`src/bcc_pkg.sv`:
```
`default_nettype none
package bcc_pkg;

   ////////////////////////////////////////////////////////////////////////////
   // Register map: printed offsets are indexes, byte address is four times that
   localparam logic [9:0] BUS_CTRL_IDX  = 10'h09d;
   localparam logic [9:0] BUS_STAT_IDX  = 10'h09e;
   localparam logic [7:0] BUS_CTRL_RST  = 8'heb;
   localparam logic [7:0] BUS_STAT_RST  = 8'h00;

   ////////////////////////////////////////////////////////////////////////////
   // Control field positions
   localparam int unsigned PFQ_EN_BIT   = 7;
   localparam int unsigned BC_EN_BIT    = 6;
   localparam int unsigned WR_WAIT_LSB  = 4;
   localparam int unsigned RD_WAIT_LSB  = 2;
   localparam int unsigned CODE_WAIT_LSB = 0;

   ////////////////////////////////////////////////////////////////////////////
   // Status field positions
   localparam int unsigned STAT_BUSY_BIT    = 0;
   localparam int unsigned STAT_KIND_LSB    = 1;
   localparam int unsigned STAT_ABORT_BIT   = 3;
   localparam int unsigned STAT_STRETCH_BIT = 4;

   ////////////////////////////////////////////////////////////////////////////
   // Cycle lengths in core clock periods
   localparam logic [2:0] DATA_LEN_BASE  = 3'h4;
   localparam logic [2:0] CODE_LEN_BASE  = 3'h3;
   localparam logic [2:0] CONST_MIN_LEN  = 3'h4;
   localparam logic [1:0] CODE_WAIT_MIN  = 2'h0;

   ////////////////////////////////////////////////////////////////////////////
   // Bus cycle kinds
   typedef enum logic [1:0]
   {
      KIND_FETCH  = 2'h0,
      KIND_CONST  = 2'h1,
      KIND_DREAD  = 2'h2,
      KIND_DWRITE = 2'h3
   } bcc_kind_t;

   // Wait code to clock count; base plus code never exceeds seven
   function automatic logic [2:0] bcc_len_f(input logic [1:0] code, input logic [2:0] base);
      return 3'(base + {1'b0, code});
   endfunction

endpackage
`default_nettype wire

```
`src/bcc_cfg_if.sv`:
```
`timescale 1ns/1ps
`default_nettype none
interface bcc_cfg_if;
   logic [7:0] cfg;
   logic [7:0] status;

   modport regs (output cfg, input status);
   modport core (input cfg, output status);
endinterface
`default_nettype wire

```
`src/bcc_bus_ctrl.sv`:
```
// Design decision made here: register access over APB.
`timescale 1ns/1ps
`default_nettype none
module bcc_bus_ctrl
(
   // Clock and reset
   input  wire logic        pclk,
   input  wire logic        presetn,
   // APB slave
   input  wire logic        psel,
   input  wire logic        penable,
   input  wire logic        pwrite,
   input  wire logic [11:0] paddr,
   input  wire logic [31:0] pwdata,
   output logic [31:0]      prdata,
   output logic             pready,
   output logic             pslverr,
   // Core request
   input  wire logic        req_valid,
   input  wire logic [1:0]  req_kind,
   input  wire logic [15:0] req_addr,
   input  wire logic [7:0]  req_wdata,
   output logic             req_ready,
   // Prefetch queue and branch cache feedback
   input  wire logic        pfq_stall,
   input  wire logic        fetch_abort,
   // Core response
   output logic             rsp_done,
   output logic             rsp_aborted,
   output logic             rsp_to_queue,
   output logic [15:0]      rsp_data,
   // Feature enables
   output logic             prefetch_queue_enable,
   output logic             branch_cache_enable,
   // Multiplexed memory bus
   input  wire logic [15:0] ad_in,
   output logic [15:0]      ad_out,
   output logic             ad_oe,
   output logic             ale,
   output logic             code_read_strobe_n,
   output logic             data_read_n,
   output logic             data_write_n
);

   ////////////////////////////////////////////////////////////////////////////
   // Types and state

   typedef enum logic [2:0]
   {
      ST_IDLE = 3'b001,
      ST_ADDR = 3'b010,
      ST_XFER = 3'b100
   } bcc_st_t;

   typedef struct packed
   {
      bcc_st_t            st;
      bcc_pkg::bcc_kind_t kind;
      logic [2:0]         len;
      logic [2:0]         cnt;
      logic [15:0]        addr;
      logic [7:0]         wdata;
      logic [15:0]        rdata;
      logic               done;
      logic               aborted;
      logic               to_queue;
      logic               stretched;
      logic               last_abort;
      logic               last_stretch;
      logic [15:0]        pin_ad;
      logic               pin_oe;
      logic               pin_ale;
      logic               pin_code_n;
      logic               pin_rd_n;
      logic               pin_wr_n;
   } bcc_core_t;

   bcc_core_t          q;
   bcc_core_t          d;
   bcc_pkg::bcc_kind_t kind_in;
   // Length cannot pass seven, so three bits suffice
   logic [2:0]         len_new;
   logic               is_code;
   logic               last_cnt;
   logic               accept;
   logic               abort_now;

   bcc_cfg_if cfg_if ();

   ////////////////////////////////////////////////////////////////////////////
   // Decode helpers

   // Fetches and constant reads share the code strobe and its stall rule
   function automatic logic is_code_f(input bcc_pkg::bcc_kind_t k);
      return (k == bcc_pkg::KIND_FETCH) || (k == bcc_pkg::KIND_CONST);
   endfunction

   // Only a fetch may be dropped; data and constant reads always finish
   function automatic logic may_abort_f(input bcc_pkg::bcc_kind_t k, input logic abort_req);
      return (k == bcc_pkg::KIND_FETCH) && abort_req;
   endfunction

   ////////////////////////////////////////////////////////////////////////////
   // Register file and length decode

   bcc_regs u_regs
   (
      .pclk    (pclk),
      .presetn (presetn),
      .psel    (psel),
      .penable (penable),
      .pwrite  (pwrite),
      .paddr   (paddr),
      .pwdata  (pwdata),
      .prdata  (prdata),
      .pready  (pready),
      .pslverr (pslverr),
      .cfg_bus (cfg_if.regs)
   );

   // Every two-bit code is a legal kind, so the cast cannot go astray
   assign kind_in = bcc_pkg::bcc_kind_t'(req_kind);

   // Length taken from the live register at start only
   bcc_len_dec u_len
   (
      .cfg  (cfg_if.cfg),
      .kind (kind_in),
      .len  (len_new)
   );

   ////////////////////////////////////////////////////////////////////////////
   // Handshake and helpers

   assign req_ready = (q.st == ST_IDLE);
   assign accept    = req_valid & req_ready;
   assign is_code   = is_code_f(q.kind);
   assign abort_now = may_abort_f(q.kind, fetch_abort);
   // Count starts at the ale clock; last_cnt marks the final strobe clock
   assign last_cnt  = (q.cnt == 3'(q.len - 3'h1));

   ////////////////////////////////////////////////////////////////////////////
   // Sequencer: one address clock, then strobe clocks up to the length

   always_comb
   begin
      d      = q;
      d.done = 1'b0;
      unique case (q.st)
         ST_IDLE:
         begin
            if (accept)
            begin
               // Latch the whole request; the core may change its inputs meanwhile
               d.st        = ST_ADDR;
               d.kind      = kind_in;
               d.len       = len_new;
               d.cnt       = 3'h0;
               d.addr      = req_addr;
               d.wdata     = req_wdata;
               d.stretched = 1'b0;
            end
         end
         ST_ADDR:
         begin
            d.cnt = 3'(q.cnt + 3'h1);
            // Address clock over; strobe clocks follow
            d.st  = ST_XFER;
            // Only fetches may be dropped
            if (abort_now)
            begin
               d.st         = ST_IDLE;
               d.done       = 1'b1;
               d.aborted    = 1'b1;
               d.to_queue   = 1'b0;
               d.last_abort = 1'b1;
            end
         end
         ST_XFER:
         begin
            // Abort outranks the stall, so a dropped fetch never waits on the queue
            if (abort_now)
            begin
               d.st         = ST_IDLE;
               d.done       = 1'b1;
               d.aborted    = 1'b1;
               d.to_queue   = 1'b0;
               d.last_abort = 1'b1;
            end
            else if (last_cnt && is_code && pfq_stall)
            begin
               // Hold the strobe while the queue reloads
               d.stretched = 1'b1;
            end
            else if (last_cnt)
            begin
               // Data cycles ignore stalls, so equal counts match
               d.st           = ST_IDLE;
               d.done         = 1'b1;
               d.aborted      = 1'b0;
               d.last_abort   = 1'b0;
               d.last_stretch = q.stretched;
               // Fetch words go to the queue, constants to the core
               d.to_queue     = (q.kind == bcc_pkg::KIND_FETCH);
               // Code is a full word, data only the low byte
               if (is_code)
                  d.rdata = ad_in;
               else if (q.kind == bcc_pkg::KIND_DREAD)
                  d.rdata = {8'h00, ad_in[7:0]};
            end
            else
            begin
               d.cnt = 3'(q.cnt + 3'h1);
            end
         end
         default:
         begin
            d.st = ST_IDLE;
         end
      endcase

      // Pins follow the next state so they leave flip-flops cleanly
      d.pin_ale    = (d.st == ST_ADDR);
      d.pin_oe     = (d.st == ST_ADDR) | ((d.st == ST_XFER) && (d.kind == bcc_pkg::KIND_DWRITE));
      // Write data rides the low byte; the high byte keeps the address
      d.pin_ad     = (d.st == ST_ADDR) ? d.addr : {d.addr[15:8], d.wdata};
      d.pin_code_n = ~((d.st == ST_XFER) && is_code_f(d.kind));
      d.pin_rd_n   = ~((d.st == ST_XFER) && (d.kind == bcc_pkg::KIND_DREAD));
      d.pin_wr_n   = ~((d.st == ST_XFER) && (d.kind == bcc_pkg::KIND_DWRITE));
   end

   // State register; strobes idle high and bus released at reset
   always_ff @(posedge pclk or negedge presetn)
   begin
      if (!presetn)
      begin
         // Strobes are active low, so they rest high
         q              <= '0;
         q.st           <= ST_IDLE;
         q.kind         <= bcc_pkg::KIND_FETCH;
         q.pin_code_n   <= 1'b1;
         q.pin_rd_n     <= 1'b1;
         q.pin_wr_n     <= 1'b1;
      end
      else
      begin
         q <= d;
      end
   end

   ////////////////////////////////////////////////////////////////////////////
   // Outputs

   // Response data and flags hold until the next completion; rsp_done pulses for one clock
   assign rsp_done     = q.done;
   assign rsp_aborted  = q.aborted;
   assign rsp_to_queue = q.to_queue;
   assign rsp_data     = q.rdata;

   // Disabling a feature only informs the core; fetches are still served
   // Enables straight from the control register
   assign prefetch_queue_enable = cfg_if.cfg[bcc_pkg::PFQ_EN_BIT];
   assign branch_cache_enable   = cfg_if.cfg[bcc_pkg::BC_EN_BIT];

   assign ad_out             = q.pin_ad;
   assign ad_oe              = q.pin_oe;
   assign ale                = q.pin_ale;
   assign code_read_strobe_n = q.pin_code_n;
   assign data_read_n        = q.pin_rd_n;
   assign data_write_n       = q.pin_wr_n;

   // Status seen by software
   // Kind shows the cycle in flight while busy, else the last one
   always_comb
   begin
      cfg_if.status                                  = bcc_pkg::BUS_STAT_RST;
      cfg_if.status[bcc_pkg::STAT_BUSY_BIT]          = (q.st != ST_IDLE);
      cfg_if.status[bcc_pkg::STAT_KIND_LSB +: 2]     = q.kind;
      cfg_if.status[bcc_pkg::STAT_ABORT_BIT]         = q.last_abort;
      cfg_if.status[bcc_pkg::STAT_STRETCH_BIT]       = q.last_stretch;
   end

endmodule // bcc_bus_ctrl
`default_nettype wire

```
`src/bcc_len_dec.sv`:
```
`timescale 1ns/1ps
`default_nettype none
module bcc_len_dec
(
   // Configuration and cycle kind
   input  wire logic [7:0]        cfg,
   input  wire bcc_pkg::bcc_kind_t kind,
   // Cycle length in clocks
   output logic [2:0]             len
);

   logic [1:0] code_w;
   logic [1:0] rd_w;
   logic [1:0] wr_w;

   // Field extraction
   assign code_w = cfg[bcc_pkg::CODE_WAIT_LSB +: 2];
   assign rd_w   = cfg[bcc_pkg::RD_WAIT_LSB +: 2];
   assign wr_w   = cfg[bcc_pkg::WR_WAIT_LSB +: 2];

   // One count per cycle type, whatever the address
   always_comb
   begin
      len = bcc_pkg::bcc_len_f(code_w, bcc_pkg::CODE_LEN_BASE);
      unique case (kind)
         bcc_pkg::KIND_FETCH:  len = bcc_pkg::bcc_len_f(code_w, bcc_pkg::CODE_LEN_BASE);
         bcc_pkg::KIND_CONST:
         begin
            // Shortest code setting is too fast for constant moves
            if (code_w == bcc_pkg::CODE_WAIT_MIN)
               len = bcc_pkg::CONST_MIN_LEN;
            else
               len = bcc_pkg::bcc_len_f(code_w, bcc_pkg::CODE_LEN_BASE);
         end
         bcc_pkg::KIND_DREAD:  len = bcc_pkg::bcc_len_f(rd_w, bcc_pkg::DATA_LEN_BASE);
         bcc_pkg::KIND_DWRITE: len = bcc_pkg::bcc_len_f(wr_w, bcc_pkg::DATA_LEN_BASE);
      endcase
   end

endmodule // bcc_len_dec
`default_nettype wire

```
`src/bcc_regs.sv`:
```
`timescale 1ns/1ps
`default_nettype none
module bcc_regs
(
   // Clock and reset
   input  wire logic        pclk,
   input  wire logic        presetn,
   // APB slave
   input  wire logic        psel,
   input  wire logic        penable,
   input  wire logic        pwrite,
   input  wire logic [11:0] paddr,
   input  wire logic [31:0] pwdata,
   output logic [31:0]      prdata,
   output logic             pready,
   output logic             pslverr,
   // Configuration to the sequencer
   bcc_cfg_if.regs          cfg_bus
);

   typedef struct packed
   {
      logic [7:0] ctrl;
   } bcc_reg_state_t;

   bcc_reg_state_t q;
   bcc_reg_state_t d;
   logic           sel_ctrl;
   logic           sel_stat;
   logic           access;

   ////////////////////////////////////////////////////////////////////////////
   // Decode
   assign sel_ctrl = (paddr[11:2] == bcc_pkg::BUS_CTRL_IDX);
   assign sel_stat = (paddr[11:2] == bcc_pkg::BUS_STAT_IDX);
   assign access   = psel & penable;

   // Zero wait states; status is read only
   assign pready  = 1'b1;
   assign pslverr = access & ~(sel_ctrl | (sel_stat & ~pwrite));

   // Unmapped reads return zero
   always_comb
   begin
      prdata = 32'h0000_0000;
      if (sel_ctrl)
         prdata = {24'h00_0000, q.ctrl};
      else if (sel_stat)
         prdata = {24'h00_0000, cfg_bus.status};
   end

   ////////////////////////////////////////////////////////////////////////////
   // Control register, writable at run time
   always_comb
   begin
      d = q;
      if (access & pwrite & sel_ctrl)
         d.ctrl = pwdata[7:0];
   end

   // Reset loads slow cycles with both features on
   always_ff @(posedge pclk or negedge presetn)
   begin
      if (!presetn)
         q.ctrl <= bcc_pkg::BUS_CTRL_RST;
      else
         q <= d;
   end

   assign cfg_bus.cfg = q.ctrl;

endmodule // bcc_regs
`default_nettype wire

```
`config.mk`:
```
export PLATFORM = sky130hd
export DESIGN_NAME = bcc_bus_ctrl
export DESIGN_NICKNAME = d
export VERILOG_FILES = /design/src/bcc_pkg.sv /design/src/bcc_cfg_if.sv /design/src/bcc_bus_ctrl.sv /design/src/bcc_len_dec.sv /design/src/bcc_regs.sv
export SDC_FILE = /design/constraint.sdc
export NUM_CORES = 1
export LEC_CHECK = 0
export ABC_AREA = 1
export BUFFER_PORTS_ARGS = -buffer_cell sky130_fd_sc_hd__buf_2
export CORE_MARGIN = 8
export CORE_UTILIZATION = 53
export CTS_BUF_LIST = sky130_fd_sc_hd__clkbuf_4
export DETAILED_ROUTE_END_ITERATION = 16
export GPL_ROUTABILITY_DRIVEN = 1
export GPL_TIMING_DRIVEN = 0
export PLACE_DENSITY = 0.95
export SYNTH_ARGS = -nofsm -noshare
export SYNTH_HDL_FRONTEND = slang
export SYNTH_HIERARCHICAL = 1
export SYNTH_SLANG_ARGS = --single-unit
```
`constraint.sdc`:
```
create_clock -name pclk -period 4.7 [get_ports pclk]
set_input_delay 0.705 -clock pclk [delete_from_list [all_inputs] [get_ports pclk]]
set_output_delay 0.705 -clock pclk [all_outputs]
set_load 0.005 [all_outputs]
```
==> results.yml <==
clock_network:
  cts_resized: 0
  clkSinkCount: 70
  path_clk_slew_ps: 120
  clock_path_buffers: 2
  cts_buffers: 9
  postCtsSetupBuffers: 0
  cts_hold_buf: 0
  h-tree-depth: 3
  cts_tree: "done"
  cts-root-buf: "clkbuf_4"
  clk_latency_ps: 410
detailed_routing:
  wl_met1_um: 3727
  top_layer: "met4"
  via_per_inst: 4.623
  first_pass_iters: 4
  drt-wirelength-per-cell_um: 12.88
  drtIter0Drc: 107
  postRouteAntennaNets: 0
  drc: 0
  met3_length_um: 696
  vias: 3310
  dr_wl_met2_um: 4648
  totalWireLength_um: 9220
status:
  status: "finished, final reports clean"
worst_setup_path:
  crit_path_max_fanout: 10
  crit_path_end_kind: "primary output"
  max_stage_delay_ps: 210
  crit_slowest_cell: "nor2_4"
  worst_ep_arrival_time_ps: 1690
  cp-start-kind: "primary input"
  crit_path_cell_trace: "buf_2 > nor2_1 > nand2_1 > nor2_4 > buf_6 > nand3_1 > nand2_1 > buf_2"
  path_buf_inv: 3
  crit_family: "simple AND/OR/NAND/NOR gates"
  crit_type: "primary input to primary output"
  critPathRequiredTime_ps: 3990
sta:
  setup_viol: 0
  layout_setup_ws_ps: 2309
  max_freq_mhz: 418.3
  fin_setup_tns_ps: 0
  rsz0062_at_grt: "false"
  worst_slew_pin_slew_ps: 856.4
  hold_viol: 0
  slew_headroom_pct: 42.91
  post-route-min-period_ps: 2391
  finalClockSkew_ps: 8.231
  fin_crit_sh_pct: 50.86
  slew_viol_final: 0
placed_design:
  buffer_ports.inserted: 119
  pre_cts_slack_ps: 2317
  gp_congestion: 0.8114
  dp_hpwl_um: 7305
  dp_cells: 700
power:
  netSwitchingFraction_pct: 36.85
  sequentialPowerShare_pct: 40.1
  ir_drop_mv: 0.1698
  power.leakage_nw: 2.880
  p_sw_uw: 789.9
  pwr_density_cell_nw_per_um2: 442.3
  power_frac_comb_pct: 39.4
  p_clk_share_pct: 20.5
  intPower_mw: 1.353
synth:
  synth_area_um2: 3866
  yosys-top-cells-area: "dfrtp_1, nand2_1, buf_4"
  syn_avg_cell_area_um2: 8.460
  yosysWarnings: 6
  ys_types: 34
  synth-seq-cells: 70
  synth-seq-area-share_pct: 45.63
  synth_top_area_share_pct: 38.83
  syn_inst: 457
  synth_top_area_cell: "dfrtp_1"
final_layout:
  fin_nets: 711
  area_growth_pct: 25.34
  fin_cells: 716
  final_layout_size_suffix_gt1_share_pct: 41.65
  final_util_pct: 67.53
  antennaDiodeCount: 0
  fillCellCount: 582
global_routing:
  grt_pass1_wl_um: 15150
  grt_pass1_vias: 3311
  gr-usage-all-layers_pct: 18.51
  grt_overflow: 0
  antenna_found_initial: 0
  grt_start_max_net_pins: 71
die:
  placementRows: 31
  io_pins: 171
  coreArea_um2: 7176
  start_util_pct: 53.88
  dieWidth_um: 101.4
  die_h_um: 101.4
  die-area_um2: 10280
min_path:
  hold_class: "primary input to async pin"
run:
  maxCapViolations: 0
routing by layer:
layer  vias to the layer above  global-route usage, %
li1                       1653                      -
met1                      1536                  21.54
met2                       108                  31.78
met3                        13                  5.567
met4                         0                  5.956
met5                         -                      0
sequential cells by signal, summed over array words and instances (netlist names), 4 cells and up:
name / count
ad_out: 15
u_regs/cfg_bus.cfg: 8
rsp_data: 16
cfg_if.status: 4
q: 19
cell usage after synthesis:
library cell    n
nand2_1       153
dfrtp_1        60
buf_4          57
inv_1          35
nand3_1        33
nand4_1        12
nor2_1         12
o21ai_1        11
dfstp_2        10
inv_2           9
nand3_2         9
nand2_2         7
buf_2           6
o21ai_0         6
ha_1            5
buf_6           4
nor2_4          4
conb_1          3
nand2_4         3
nand4_2         2
nor2_2          2
nor2_8          2
a21oi_2         1
a31oi_1         1
buf_8           1
clkbuf_1        1
clkinv_2        1
inv_4           1
nand3_4         1
nand3b_1        1
nand4_4         1
nor3_4          1
o21ai_2         1
xor2_1          1
path summary, 6_finish.rpt:
kind                         startpoint           end  slack (ps)  depth (start not counted)
hold reg to reg            rsp_to_queue  rsp_to_queue         480                          2
setup reg to reg                  q[70]  rsp_data[15]        2870                         12
setup / recovery              paddr[11]     prdata[2]        2310                          8
hold / removal                  presetn         q[48]         380                          1
min in group pclk          req_wdata[7]         q[50]         480                          3
max in group asynchronous       presetn         q[49]        3750                          1
through the flow:
step                total power, mW  hold slack, ps  area [um2]
floorplan                     1.453           409.4        3960
global placement              1.678           452.2        4679
detailed placement            1.722           459.4        4682
CTS                           2.168           414.3        4846
global route                  2.304           452.9        4846
finish                        2.143           381.1        4846
power groups by stage:
stage | Clock [mW] | Combinational (mW) | Sequential (mW)
2_1_floorplan | 0 | 0.597 | 0.856
3_3_place_gp | 0 | 0.814 | 0.865
3_5_place_dp | 0 | 0.849 | 0.873
4_1_cts | 0.452 | 0.856 | 0.860
5_1_grt | 0.476 | 0.949 | 0.878
6_report | 0.440 | 0.844 | 0.860
cell families after synthesis:
kind of cell    synth area share (%)
compound gates                 2.816
xor+xnor                      0.2266
fa+ha+maj                      1.618
buf+inv                        18.06
flops                          45.63
other cells                   0.2912
simple gates                   31.36
final cells by class:
cell class	count	area [um2]	area share (%)
Sequential cell	70	1764	36.41
Multi-Input combinational cell	297	1498	30.91
Timing Repair Buffer	119	598.1	12.34
Buffer	69	521.8	10.77
Inverter	46	176.4	3.641
Tap cell	99	123.9	2.556
Clock inverter	7	96.34	1.988
Clock buffer	9	67.56	1.394
worst reg2reg max path: stages, from the launching register on:
cell	delay, ps
dfrtp_1	380
inv_2	60
ha_1	290
inv_1	40
nand2_1	90
nand2_4	70
nor2_8	120
nand3_2	130
nor2_4	140
nand3_4	120
buf_6	160
nand2_1	70
nand2_1	60
cells in the final DEF, fill, tap and decap left out, types with 2 or more instances in the layout:
cell type   instances
nand2_4             3
buf_2             124
nand2_1           153
bufinv_16           2
clkbuf_4            9
ha_1                5
nor2_1             12
nand4_2             2
nor2_4              4
inv_2               9
nor2_2              2
buf_6               4
o21ai_0             6
clkinvlp_4          2
nor2_8              2
conb_1             28
nand4_1            12
inv_1              35
dfrtp_1            60
dfstp_2            10
nand3_2             9
o21ai_1            11
nand3_1            33
nand2_2             7
buf_4              58
Note: power is estimated with default switching activity, not from simulation.
